<file path="src/verilog/tcs_pkg.sv">
/*
 * Shared constants for the timer/counter with shared prescaler: register
 * offsets, option field positions, reset values and phase timing.
 * Assumes one 10 MHz oscillator clock; four of its cycles make one
 * instruction cycle.
 */
package tcs_pkg;
    localparam int unsigned TCS_ADDR_W = 8;
    localparam int unsigned TCS_DATA_W = 8;
    localparam logic [TCS_ADDR_W-1:0] TCS_OFF_COUNT = 8'h01;
    localparam logic [TCS_ADDR_W-1:0] TCS_OFF_OPTION = 8'h10;
    localparam logic [TCS_DATA_W-1:0] TCS_OPTION_RESET = 8'hff;
    localparam logic [TCS_DATA_W-1:0] TCS_COUNT_RESET = 8'h00;
    localparam int unsigned TCS_BIT_CLOCK_SOURCE = 5;
    localparam int unsigned TCS_BIT_SOURCE_EDGE = 4;
    localparam int unsigned TCS_BIT_PRESCALER_ASSIGN = 3;
    localparam int unsigned TCS_RATIO_LSB = 0;
    localparam int unsigned TCS_RATIO_W = 3;
    localparam int unsigned TCS_PRESC_W = 8;
    // Phases per instruction cycle and the inhibit span after a count write
    localparam int unsigned TCS_PHASES = 4;
    localparam logic [1:0] TCS_PHASE_Q2 = 2'h1;
    localparam logic [1:0] TCS_PHASE_Q4 = 2'h3;
    localparam logic [1:0] TCS_WRITE_INHIBIT_CYCLES = 2'h2;
    localparam int unsigned TCS_CLK_PERIOD_NS = 100;
    localparam int unsigned TCS_SYNC_STAGES = 3;
    typedef logic [TCS_DATA_W-1:0] tcs_byte_t;
    typedef logic [TCS_RATIO_W-1:0] tcs_ratio_t;
endpackage

</file>
<file path="src/verilog/tcs_pin_sync.sv">
/*
 * Three-stage synchroniser for the external count pin with a two-out-of-
 * two agreement filter on the last two stages.
 * Assumes the pin is asynchronous to clk.
 */
`timescale 1ns/1ps
module tcs_pin_sync (
    input wire logic clk,
    input wire logic rst_b,
    input wire logic pin_async,
    output logic pin_level
);
    import tcs_pkg::*;

    typedef struct packed {
        logic s1;
        logic s2;
        logic s3;
        logic level;
    } tcs_sync_s;

    tcs_sync_s st_q;
    tcs_sync_s st_d;

    always_comb begin
        st_d = st_q;
        st_d.s1 = pin_async;
        st_d.s2 = st_q.s1;
        st_d.s3 = st_q.s2;
        // Only the later stages vote, so a metastable first stage never leaks
        if (st_q.s2 == st_q.s3) begin
            st_d.level = st_q.s3;
        end
    end

    always_ff @(posedge clk or negedge rst_b) begin
        if (!rst_b) begin
            st_q <= '0;
        end else begin
            st_q <= st_d;
        end
    end

    assign pin_level = st_q.level;
endmodule // tcs_pin_sync

</file>
<file path="src/verilog/tcs_prescaler.sv">
/*
 * The shared prescaler counter: counts enabled steps, clears on request.
 * Its value leaves only toward the owning block, never toward software.
 * Assumes clear and step come from logic on the same clock.
 */
`timescale 1ns/1ps
module tcs_prescaler #(
    parameter int unsigned WIDTH = 8
) (
    input wire logic clk,
    input wire logic rst_b,
    input wire logic clear,
    input wire logic step,
    output logic [WIDTH-1:0] count
);
    import tcs_pkg::*;

    typedef struct packed {
        logic [WIDTH-1:0] cnt;
    } tcs_presc_s;

    tcs_presc_s st_q;
    tcs_presc_s st_d;

    always_comb begin
        st_d = st_q;
        // Clear beats a step in the same cycle so the count restarts at zero
        if (clear) begin
            st_d.cnt = '0;
        end else if (step) begin
            st_d.cnt = st_q.cnt + {{(WIDTH-1){1'b0}}, 1'b1};
        end
    end

    always_ff @(posedge clk or negedge rst_b) begin
        if (!rst_b) begin
            st_q <= '0;
        end else begin
            st_q <= st_d;
        end
    end

    assign count = st_q.cnt;
endmodule // tcs_prescaler

</file>
<file path="src/verilog/tcs_timer.sv">
/*
 * Eight-bit timer/counter with a prescaler shared with the watchdog.
 * Holds the option register, the count register, phase generation,
 * source selection, sampling at the second and fourth phase, write
 * inhibit, prescaler ownership and the pin direction override.
 * Assumes the watchdog outside supplies a one-cycle tick on clk and a
 * one-cycle clear-instruction strobe, and consumes the scaled timeout.
 */
// Design decision made here: the plain strobed port.
//
// Contract
// Source select clear: count once per instruction cycle without prescaler.
// After a software count write, skip the next two increments.
// Source select set: count edges of the external pin.
// Edge select clear picks rising edge, set picks falling edge.
// Prescaler belongs to counter or watchdog, never both.
// Ratio field with assign bit sets division, 1:2 to 1:256 for counter.
// Counter division is two to the power of ratio plus one.
// Software can neither read nor load the prescaler count.
// Count writes clear the prescaler while the counter owns it.
// Watchdog clear clears the prescaler while the watchdog owns it.
// Any reset zeroes the prescaler.
// Prescaler output is sampled at second and fourth phase clocks.
// Source holds pin high at least two oscillator periods plus margin.
// With prescaler, pin period at least four periods plus margin over ratio.
// Counter advances only after the sampled edge is recognised.
// External source forces the shared pin to input direction.
// Count register at address one, read and write.
// Counter to watchdog switch needs watchdog clear, count clear, then option.
// Watchdog to counter switch needs watchdog clear before option write.
`timescale 1ns/1ps
module tcs_timer #(
    parameter int unsigned PRESC_WIDTH = tcs_pkg::TCS_PRESC_W
) (
    input wire logic clk,
    input wire logic rst_b,
    input wire logic [tcs_pkg::TCS_ADDR_W-1:0] reg_addr,
    input wire logic [tcs_pkg::TCS_DATA_W-1:0] reg_wdata,
    input wire logic reg_wr,
    input wire logic reg_rd,
    output logic [tcs_pkg::TCS_DATA_W-1:0] reg_rdata,
    input wire logic external_count_input,
    input wire logic port_direction_control,
    output logic shared_port_pin_dir,
    input wire logic watchdog_clear_instruction,
    input wire logic watchdog_tick,
    output logic watchdog_timeout,
    output logic watchdog_prescaler_clear,
    output logic [1:0] phase
);
    import tcs_pkg::*;

    // The ratio field indexes up to bit seven of the prescaler
    if (PRESC_WIDTH < 8) begin : g_width_check
        $error("tcs_timer: PRESC_WIDTH must be at least 8");
    end

    typedef struct packed {
        logic [1:0] phase;
        tcs_byte_t option;
        tcs_byte_t count;
        logic [1:0] inhibit;
        logic pin_prev;
        logic sample;
        tcs_byte_t rdata;
        logic wdt_out;
        logic wdt_clr;
    } tcs_timer_s;

    tcs_timer_s st_q;
    tcs_timer_s st_d;

    logic pin_level;
    logic [PRESC_WIDTH-1:0] presc_count;
    logic presc_clear;
    logic presc_step;

    logic clock_source_select;
    logic source_edge_select;
    logic prescaler_assign;
    tcs_ratio_t prescale_ratio_field;
    logic q2;
    logic q4;
    logic wr_count;
    logic wr_option;
    logic pin_edge;
    logic src_event;
    logic presc_out;
    logic sample_rise;
    logic count_step;
    logic [PRESC_WIDTH-1:0] wdt_mask;

    tcs_pin_sync u_sync (
        .clk(clk),
        .rst_b(rst_b),
        .pin_async(external_count_input),
        .pin_level(pin_level)
    );

    tcs_prescaler #(
        .WIDTH(PRESC_WIDTH)
    ) u_presc (
        .clk(clk),
        .rst_b(rst_b),
        .clear(presc_clear),
        .step(presc_step),
        .count(presc_count)
    );

    assign clock_source_select = st_q.option[TCS_BIT_CLOCK_SOURCE];
    assign source_edge_select = st_q.option[TCS_BIT_SOURCE_EDGE];
    assign prescaler_assign = st_q.option[TCS_BIT_PRESCALER_ASSIGN];
    assign prescale_ratio_field = st_q.option[TCS_RATIO_LSB +: TCS_RATIO_W];
    assign q2 = (st_q.phase == TCS_PHASE_Q2);
    assign q4 = (st_q.phase == TCS_PHASE_Q4);
    assign wr_count = reg_wr && (reg_addr == TCS_OFF_COUNT);
    assign wr_option = reg_wr && (reg_addr == TCS_OFF_OPTION);

    // Edge of the pin in the chosen polarity; XOR folds the falling case in
    assign pin_edge = (pin_level ^ source_edge_select) &&
        !(st_q.pin_prev ^ source_edge_select);

    always_comb begin
        if (clock_source_select) begin
            src_event = pin_edge;
        end else begin
            src_event = q4;
        end
    end

    // Prescaler ownership: either the count source or the watchdog tick steps it
    always_comb begin
        if (prescaler_assign) begin
            presc_step = watchdog_tick;
            presc_clear = watchdog_clear_instruction;
        end else begin
            presc_step = src_event;
            presc_clear = wr_count;
        end
    end

    // Bit k of the counter has period 2^(k+1) source events
    always_comb begin
        if (prescaler_assign) begin
            if (clock_source_select) begin
                presc_out = pin_level ^ source_edge_select;
            end else begin
                presc_out = 1'b0;
            end
        end else begin
            presc_out = presc_count[prescale_ratio_field];
        end
    end

    // Watchdog postscale mask: ratio k passes one tick in 2^k
    always_comb begin
        wdt_mask = '0;
        for (int i = 0; i < TCS_RATIO_W + 4; i++) begin
            if (i < PRESC_WIDTH && i < int'(prescale_ratio_field)) begin
                wdt_mask[i] = 1'b1;
            end
        end
    end

    assign sample_rise = (q2 || q4) && presc_out && !st_q.sample;

    always_comb begin
        if (!clock_source_select && prescaler_assign) begin
            count_step = q4;
        end else begin
            count_step = sample_rise;
        end
    end

    always_comb begin
        st_d = st_q;
        st_d.phase = st_q.phase + 2'h1;
        st_d.pin_prev = pin_level;
        // Sampling only at the second and fourth phase mimics the quadrature clocks
        if (q2 || q4) begin
            st_d.sample = presc_out;
        end
        if (wr_option) begin
            st_d.option = reg_wdata;
        end
        if (wr_count) begin
            st_d.count = reg_wdata;
            st_d.inhibit = TCS_WRITE_INHIBIT_CYCLES;
        end else if (count_step) begin
            // Inhibit swallows whole increments, so a written value holds
            if (st_q.inhibit != 2'h0) begin
                st_d.inhibit = st_q.inhibit - 2'h1;
            end else begin
                st_d.count = st_q.count + 8'h01;
            end
        end
        st_d.rdata = '0;
        if (reg_rd && reg_addr == TCS_OFF_COUNT) begin
            st_d.rdata = st_q.count;
        end
        if (prescaler_assign) begin
            st_d.wdt_out = watchdog_tick &&
                ((presc_count & wdt_mask) == wdt_mask);
        end else begin
            st_d.wdt_out = watchdog_tick;
        end
        st_d.wdt_clr = watchdog_clear_instruction && prescaler_assign;
    end

    always_ff @(posedge clk or negedge rst_b) begin
        if (!rst_b) begin
            st_q <= '0;
            st_q.option <= TCS_OPTION_RESET;
            st_q.count <= TCS_COUNT_RESET;
            // Matches the sampled level of a low pin under the reset option, so no false count
            st_q.sample <= TCS_OPTION_RESET[TCS_BIT_SOURCE_EDGE];
        end else begin
            st_q <= st_d;
        end
    end

    // Forced input while the pin is the count source
    assign shared_port_pin_dir = clock_source_select | port_direction_control;
    assign reg_rdata = st_q.rdata;
    assign watchdog_timeout = st_q.wdt_out;
    assign watchdog_prescaler_clear = st_q.wdt_clr;
    assign phase = st_q.phase;
endmodule // tcs_timer

</file>
<file path="config.mk">
export PLATFORM = sky130hd
export DESIGN_NAME = tcs_timer
export DESIGN_NICKNAME = d
export VERILOG_FILES = /design/src/verilog/tcs_pkg.sv /design/src/verilog/tcs_pin_sync.sv /design/src/verilog/tcs_prescaler.sv /design/src/verilog/tcs_timer.sv
export SDC_FILE = /design/constraint.sdc
export NUM_CORES = 1
export LEC_CHECK = 0
export ABC_AREA = 0
export BUFFER_PORTS_ARGS = -buffer_cell sky130_fd_sc_hd__buf_2
export CORE_MARGIN = 5
export CORE_UTILIZATION = 25
export CTS_BUF_LIST = sky130_fd_sc_hd__clkbuf_4 sky130_fd_sc_hd__clkbuf_8
export DETAILED_ROUTE_END_ITERATION = 6
export HOLD_SLACK_MARGIN = 0.15
export PLACE_DENSITY = 0.43
export SLEW_MARGIN = 40
export SYNTH_ARGS = -nofsm -noshare
export SYNTH_HDL_FRONTEND = slang
export SYNTH_SLANG_ARGS = --single-unit
</file>
<file path="constraint.sdc">
create_clock -name clk -period 2.4 [get_ports clk]
set_input_delay 0.12 -clock clk [delete_from_list [all_inputs] [get_ports clk]]
set_output_delay 0.12 -clock clk [all_outputs]
set_load 0.05 [all_outputs]
</file>
Word-level counts from Yosys, hierarchy flattened
Cells that the tools add are included.
{"block": "totals", "wordCells": 79, "out_inout_bits": 13, "input_bits": 24, "latchBits": 0, "ram_bits": 0, "register_bits": 42, "n_memories": 0, "romBits": 0}
{"block": "classes", "magnitude_cmp": 8, "shift": 0, "n_eq_ne": 7, "n_reduce_logical": 19, "n_mux": 23, "mul": 0, "bitwise": 4, "add_sub_neg": 4, "n_div": 0}
{"op": "$mux W8", "n": 4}
{"op": "$mux W10", "n": 2}
{"op": "$add A8 B1 Y8 const B", "n": 2}
{"op": "$mux W1", "n": 15}
{"op": "$logic_and A1 B1 Y1", "n": 9}
{"op": "$lt A3 B3 Y1 const A", "n": 3}
{"op": "$and A8 B7 Y8", "n": 1}
{"op": "$eq A8 B1 Y1 const B", "n": 1}
{"op": "$eq A8 B5 Y1 const B", "n": 1}
{"op": "$eq A8 B7 Y1", "n": 1}
{"op": "$reduce_bool A2 Y1", "n": 4}
{"op": "$lt A1 B3 Y1 const A", "n": 2}
{"op": "$lt A2 B3 Y1 const A", "n": 2}
{"op": "$lt A3 B4 Y1 const B", "n": 1}
{"op": "$reduce_and A2 Y1", "n": 2}
{"op": "$bmux W1 S3", "n": 1}
{"op": "$logic_not A1 Y1", "n": 3}
{"op": "$add A2 B1 Y2 const B", "n": 1}
{"op": "$eq A2 B1 Y1 const B", "n": 1}
{"op": "$eq A2 B2 Y1 const B", "n": 1}
{"op": "$mux W2", "n": 1}
{"op": "$ne A2 B2 Y1 const B", "n": 1}
{"op": "$sub A2 B1 Y2 const B", "n": 1}
{"op": "$xor A1 B1 Y1", "n": 2}
{"op": "3 further kinds", "n": 3}

Logic depth before layout (Yosys ltp)
Gate-level depths: netlist of the first run.
{"block": "depth", "word_depth": 8, "mapped_depth": 7, "depth_no_buf": 6}

Modules after synthesis
From an unflattened synthesis of the first run, not the netlist that was laid out.
{"block": "unflattened", "hier_cells": 207, "hier_area_um2": 2218.4}
{"module": "tcs_timer", "n_inst": 1, "seq_area_each_um2": 759.5, "area_per_inst_um2": 1710.4, "cells_each": 165}
{"module": "tcs_prescaler", "n_inst": 1, "seq_area_each_um2": 200.2, "area_per_inst_um2": 396.6, "cells_each": 37}
{"module": "tcs_pin_sync", "n_inst": 1, "seq_area_each_um2": 100.1, "area_per_inst_um2": 111.4, "cells_each": 5}

Worst setup path before layout of the first run
No wires, ideal clock.
{"block": "synth_path", "path_kind": "reg-to-reg", "startpoint": "register st_q, in the netlist prescale_ratio_field[2]", "endpoint": "register st_q[20] (netlist bit)", "synth_period_minus_slack_ps": 2040, "path_stages_with_launch": 6, "required_time_ps": 2261, "path_buffers": 0, "path_slack_ps": 360, "t_arrival_ps": 1901, "setup_ps": 139, "path_cell_list": "dfstp_2 mux4_2 and2_4 or4_4 nand3_1 o2111ai_1"}
{"block": "synth_via", "elab_chain_len": 8}
{"item": "start, declared", "line": "tcs_timer.sv:70", "source": "tcs_timer_s st_q;"}
{"item": "start signal, assigned", "line": "tcs_timer.sv:218", "source": "st_q <= st_d;"}
{"item": "$bmux W1 S3", "line": "tcs_timer.sv:151", "source": "presc_out = presc_count[prescale_ratio_field];"}
{"item": "$mux W1 (implied by the code)", "line": "tcs_timer.sv:151"}
{"item": "$mux W1", "line": "tcs_timer.sv:144", "source": "if (prescaler_assign) begin"}
{"item": "$logic_and A1 B1 Y1 (2 in a row)", "line": "tcs_timer.sv:165", "source": "assign sample_rise = (q2 || q4) && presc_out && !st_q.sample;"}
{"item": "$mux W1", "line": "tcs_timer.sv:168", "source": "if (!clock_source_select && prescaler_assign) begin"}
{"item": "$reduce_bool A2 Y1 (no source line)"}
{"item": "$reduce_and A2 Y1 (no source line)"}
Every way passes these cells. The select of a mux whose other input is x is not followed.
A chain may end at the register's enable or synchronous reset.

Worst setup path in the final report of the first run
{"block": "layout_path", "startpoint": "register st_q, in the netlist prescale_ratio_field[2]", "endpoint": "register st_q[18] (netlist bit)"}
The elaborated chain is that of the path after synthesis.

==> flow_summary.json, run 1 <==
{
  "yosysTopAreaCell": "dfrtp_1",
  "tns_ns": 0,
  "grt_pass1_wl_mm": 8.74,
  "ys_ff_latch": 42,
  "placementRows": 34,
  "synth-edff-count": 0,
  "wirelength_mm": 5.08,
  "fmax_mhz": 463,
  "yosysSeqAreaShare_pct": 47.4,
  "root_buffer": "clkbuf_8",
  "synth_top_area_share_pct": 39.2,
  "drv_slew": 0,
  "num_antenna_cells": 0,
  "synth_area_mm2": 0.00224,
  "final_common_cell": "buf_2",
  "maxCapViolations": 0,
  "setup-violations-final": 0,
  "gr-usage-all-layers_pct": 9.73,
  "die_x_um": 105,
  "worst_slew_pin_slew_ns": 0.584,
  "grt_max_degree": 23,
  "post-cts-setup-buffer-count": 0,
  "ant_nets": 0,
  "skew_ns": 0.00701,
  "timing.final.ws_setup_ns": 0.241,
  "synth_cell_types": 54,
  "groute.layer.met2.usage_pct": 15.5,
  "worstPathRequired_ns": 2.56,
  "period_needed_ns": 2.16,
  "grt-ovfl-total": 0,
  "crit_arrival_ns": 2.32,
  "wire_per_inst_um": 13.9,
  "syn_area_per_cell_um2": 10.6,
  "utilization_pct": 30.8,
  "antenna_found_initial": 0,
  "gp_congestion": 0.758,
  "cts_tree": "yes",
  "cts_sinks": 42,
  "area_growth_pct": 20.1,
  "peakVddDrop_v": 0.000407,
  "synth_area_leaders": "dfrtp_1 (39%), dfstp_2 (8.2%), buf_4 (3.7%)",
  "drive_gt1_share_pct": 28.5,
  "place.detailed.hpwl_mm": 3.83,
  "port_buffers": 36,
  "worst-setup-path-type": "register to register",
  "busiest_layer": "met2",
  "core_area_mm2": 0.00872,
  "rsz0062_at_grt": "false",
  "drt-initial-drc-count": 46,
  "reg2regPathDepth": 5,
  "grt_use_met3_pct": 2.40,
  "drt_first_pass_iters": 4,
  "cp-end-kind": "register",
  "grt_pass1_vias": 1774,
  "die_area_mm2": 0.0109,
  "synth_cells": 211,
  "clock_latency_ns": 0.29,
  "h-tree-depth": 2,
  "nNetsFinal": 284,
  "viasPerCell": 4.60,
  "ys.flop_type": "dfrtp_1",
  "cts_buffers": 5,
  "fillers": 920,
  "hp-class": "input pin to async pin",
  "timing.final.crit_share_pct": 90.0,
  "p_per_area_mw_per_mm2": 831,
  "relSlewSlack_pct": 61.0,
  "ioPinCount": 37,
  "ys.warnings.count": 0,
  "grt.met1_usage_pct": 12.6,
  "p_leak_nw": 1.18,
  "die_h_um": 105,
  "synthArstFlopShare_pct": 100,
  "vias": 1675,
  "clockBufferDepth": 2,
  "mostFrequentLayoutCells": "buf_2 (36), dfrtp_1 (35), nor2_1 (18)",
  "cp_max_fo": 5,
  "initial_core_util_pct": 25.6,
  "synth_nets": 240,
  "cp-start-kind": "register",
  "finalHoldViolations": 0,
  "drc": 0,
  "status": "completed",
  "clkTransAtPathRegs_ns": 0.09,
  "detailedPlace.worstSlack_ns": 0.242
}
## path summary, 6_finish.rpt
check,end,from,slack [ns]
worst max-delay path,st_q[18],prescale_ratio_field[2],0.24
worst min-delay path,u_presc.count[2],rst_b,0.33
worst max register to register,st_q[18],prescale_ratio_field[2],0.24
worst min register to register,u_sync.st_d[1],u_sync.st_d[2],0.36
max in group asynchronous,prescale_ratio_field[1],rst_b,1.33
min in group clk,st_q[12],reg_wr,0.33
## registers in the layout, summed over array words and instances, names as in the netlist
| signal | flops |
|---|---|
| prescaler_assign | 1 |
| clock_source_select | 1 |
| phase | 2 |
| reg_rdata | 8 |
| u_sync.st_q | 1 |
| prescale_ratio_field | 3 |
| u_sync.pin_level | 1 |
| u_presc.count | 8 |
| source_edge_select | 1 |
| watchdog_prescaler_clear | 1 |
| u_sync.st_d | 2 |
| st_q | 12 |
| watchdog_timeout | 1 |
## critical path, cell delays in order, from the launching register on
cell and delay (ns):
dfstp_2 0.58, mux4_2 0.50, and2_4 0.18, or4_4 0.55, nand3_1 0.09, o2111ai_1 0.13
## Yosys cell counts, drive strengths merged (2+ instances only)
master	instances
dfrtp	35
nor2	19
buf	13
nand2	12
nand3	12
and2	11
dfstp	7
inv	7
a21oi	6
mux2	6
o21ai	6
o31ai	6
or4	6
a31oi	5
ha	5
xor2	5
and3	4
nor3	4
o2111ai	4
clkbuf	3
nand4	3
or3	3
a21o	2
mux2i	2
nand2b	2
nor4	2
nor4b	2
o211ai	2
## per-stage QoR
stage	power [mW]	area (um^2)	hold WS, ns	std cells
finish	2.23	2690	0.329	364
global route	2.40	2690	0.357	364
CTS	2.27	2690	0.320	364
detailed placement	1.68	2460	0.146	344
global placement	1.68	2460	0.131	344
floorplan	1.48	2240	-0.176	211
## cells by family (layout without fill, tap and decap cells)
family	Yosys count	count (layout)	synth area share [%]
buffers and inverters	24	69	7.39
DFF	42	42	47.4
AOI/OAI and AO/OA	39	39	12.9
muxes	9	9	4.92
adders and majority gates	6	6	3.25
xor gates and xnor gates	6	6	2.35
and+or+nand+nor	85	85	21.8
## where the power goes
| part | switching (mW) | leakage (nW) | total [mW] | internal (mW) |
|---|---|---|---|---|
| logic | 0.374 | 0.617 | 0.695 | 0.321 |
| clock network | 0.251 | 0.0579 | 0.557 | 0.306 |
| registers | 0.136 | 0.503 | 0.979 | 0.843 |
## area by class of cell
cell class	count	area, um^2	share of cell area, %
clock buffer	5	68.8	2.56
clock inverter	3	40.0	1.49
inverter	7	26.3	0.978
multi-input combinational	145	1010	37.6
sequential	42	1060	39.5
tap	108	135	5.03
timing repair buffer	54	345	12.9
## per-layer routing
layer / routed length [um] / share of wire, %
met4: 115 / 2.3
met2: 2320 / 46
met5: 0 / 0
met1: 2430 / 48
met3: 210 / 4.1
## repair_timing
action / 4_1_cts / 5_1_grt
resized for setup: 0 / 0
hold buffers: 12 / 0
endpoints found under the hold margin: 34 / 0
endpoints found under the setup margin: 0 / 0
Power figures use the tool's default switching activity.
==> run 2, diff against run 1 <==
--- a/config.mk
+++ b/config.mk
@@ -11,9 +11,11 @@
 export CORE_UTILIZATION = 25
 export CTS_BUF_LIST = sky130_fd_sc_hd__clkbuf_4 sky130_fd_sc_hd__clkbuf_8
 export DETAILED_ROUTE_END_ITERATION = 6
+export GPL_ROUTABILITY_DRIVEN = 0
 export HOLD_SLACK_MARGIN = 0.15
-export PLACE_DENSITY = 0.43
+export PLACE_DENSITY = 0.44
 export SLEW_MARGIN = 40
 export SYNTH_ARGS = -nofsm -noshare
 export SYNTH_HDL_FRONTEND = slang
+export SYNTH_HIERARCHICAL = 1
 export SYNTH_SLANG_ARGS = --single-unit
==> constraint.sdc (replaced) <==
create_clock -name clk -period 1.8 [get_ports clk]
set_input_delay 0.09 -clock clk [delete_from_list [all_inputs] [get_ports clk]]
set_output_delay 0.09 -clock clk [all_outputs]
set_load 0.05 [all_outputs]
==> flow_summary.json, run 2 <==
{
  "viasPerCell": 4.60,
  "power_mw": 3.35,
  "port_buffers": 36,
  "syn_area_per_cell_um2": 10.7,
  "wire_per_inst_um": 13.4,
  "grt-ovfl-total": 0,
  "timing.final.ws_setup_ns": -0.231,
  "synth_cell_types": 47,
  "hp-class": "input pin to register",
  "maxCapViolations": 0,
  "p_per_area_mw_per_mm2": 1120,
  "design_area_mm2": 0.00298,
  "worst_slew_pin_slew_ns": 0.343,
  "clock_latency_ns": 0.29,
  "largest-register": "st_q",
  "period_needed_ns": 2.03,
  "synth_cells": 207,
  "die_x_um": 104,
  "vias": 1781,
  "synthArstFlopShare_pct": 100,
  "worst-setup-path-type": "register to register",
  "core_area_mm2": 0.00868,
  "yosysTopAreaCell": "dfrtp_1",
  "die_h_um": 104,
  "skew_ns": 0.00627,
  "grt_pass1_wl_mm": 9.04,
  "crit_arrival_ns": 2.24,
  "place.detailed.hpwl_mm": 3.95,
  "p_leak_nw": 1.31,
  "ys_ff_latch": 42,
  "placementRows": 34,
  "ant_nets": 0,
  "routed-wl-met3_um": 207,
  "drive_gt1_share_pct": 43.4,
  "whs_ns": 0.187,
  "finalHoldViolations": 0,
  "synth_top_area_share_pct": 39.5,
  "clockBufferDepth": 2,
  "cp-start-kind": "register",
  "cp_max_fo": 21,
  "status": "finished with violations",
  "worstPathRequired_ns": 2.01,
  "root_buffer": "clkbuf_8",
  "drt-initial-drc-count": 49,
  "synth_area_mm2": 0.00222,
  "timing.final.crit_share_pct": 113,
  "rsz0062_at_grt": "true",
  "largest_reg_flops": 12,
  "clkTransAtPathRegs_ns": 0.08,
  "nNetsFinal": 307,
  "ys.warnings.count": 6,
  "synth_commonest_cells": "dfrtp_1 (35), nor2_1 (15), buf_4 (12)",
  "wirelength_mm": 5.18,
  "cts_tree": "yes",
  "final_common_cell": "buf_2",
  "ioPinCount": 37,
  "yosysSeqAreaShare_pct": 47.8,
  "wl_met2_mm": 2.50,
  "area_growth_pct": 34.4,
  "violations": "setup timing",
  "grt_pass1_vias": 1852,
  "relSlewSlack_pct": 77.1,
  "met1_length_mm": 2.43,
  "synth-edff-count": 0,
  "die_area_mm2": 0.0109,
  "drc": 0,
  "ys.flop_type": "dfrtp_1",
  "yosysMostFrequentCell": "dfrtp_1",
  "h-tree-depth": 2,
  "dpl-instance-area_mm2": 0.00268,
  "synth_area_leaders": "dfrtp_1 (39%), dfstp_2 (8.3%), buf_4 (4.1%)",
  "cp-end-kind": "register",
  "cts_sinks": 42,
  "synth_nets": 236,
  "fmax_mhz": 492,
  "highest_layer": "met4",
  "antenna_found_initial": 0,
  "cts_buffers": 5,
  "mostFrequentLayoutCells": "buf_2 (36), dfrtp_1 (35), buf_4 (31), nor2_1 (15), dlygate4sd3_1 (12)",
  "drv_slew": 0,
  "drt_first_pass_iters": 4,
  "setup-violations-final": 16,
  "peakVddDrop_v": 0.000344,
  "num_antenna_cells": 0,
  "grt_max_degree": 22,
  "initial_core_util_pct": 25.6,
  "gr-usage-all-layers_pct": 10.1
}
## run 2: cell count changes after synthesis, sizes merged, moves of 3 or more
cell | previous run | this run
o21ai | 6 | 9
o2111ai | 4 | 1
nor2 | 19 | 15
nand2 | 12 | 9
buf | 13 | 17
## run 2: kinds of logic after synthesis
logic type | count (synthesis) | share of synthesized area [%]
AOI/OAI and AO/OA | 39 | 13.1
adders and majority gates | 6 | 3.33
muxes | 10 | 5.47
xor gates and xnor gates | 5 | 1.97
buffers and inverters | 28 | 8.29
DFF | 42 | 47.8
and+or+nand+nor | 77 | 20.1
## run 2: final timing paths
path / startpoint / end / slack (ns) / cells after the start
worst min register to register: u_sync/st_d[2] / u_sync/st_d[1] / 0.37 / 0
worst min-delay path: reg_wr / st_q[12] / 0.19 / 3
max in group asynchronous: rst_b / prescale_ratio_field[0] / 0.96 / 3
worst max register to register: prescale_ratio_field[0] / st_q[19] / -0.23 / 6
worst max-delay path: prescale_ratio_field[0] / st_q[19] / -0.23 / 6
min in group asynchronous: rst_b / st_q[18] / 0.23 / 2
## run 2: metrics by stage
step	setup TNS [ns]	worst slack [ns]	std cells	util, %
6_report	-2.65	-0.231	387	34.4
5_1_grt	-4.51	-0.374	387	34.4
4_1_cts	-2.86	-0.239	387	34.2
3_5_place_dp	-3.15	-0.278	365	30.8
3_3_place_gp	-2.76	-0.228	365	30.8
2_1_floorplan	-2.23	-0.243	207	-
## run 2: metal layers
metal / GRT usage (%) / vias up
met5: 0 / -
met4: 2.50 / 0
met3: 2.73 / 4
met2: 16.6 / 41
met1: 13.2 / 850
li1: - / 886
## run 2: cell type report
class,count,area [um^2]
inverter,8,30.0
fill,903,5700
sequential,42,1060
clock buffer,7,83.8
multi-input combinational,137,1040
timing repair buffer,84,598
tap,108,135
clock inverter,1,30.0
## run 2: worst max-delay path: stages, from the launching register on
cell,delay [ns]
dfstp_2,0.60
mux2_2,0.17
and3_4,0.19
a2111oi_4,0.05
buf_12,0.16
or4_2,0.63
a31oi_1,0.15
## run 2: repair_timing
item | CTS | global route
gates resized for setup | 9 | 5
hold buffers | 12 | 0
pin swaps | 14 | 6
endpoints found under the setup margin | 17 | 19
endpoints found under the hold margin | 53 | 0
setup buffers | 2 | 1
## run 2: report_power, final
group / leakage (nW) / internal [mW] / switching (mW)
registers: 0.504 / 1.14 / 0.137
clock network: 0.0593 / 0.445 / 0.311
logic: 0.745 / 0.657 / 0.657
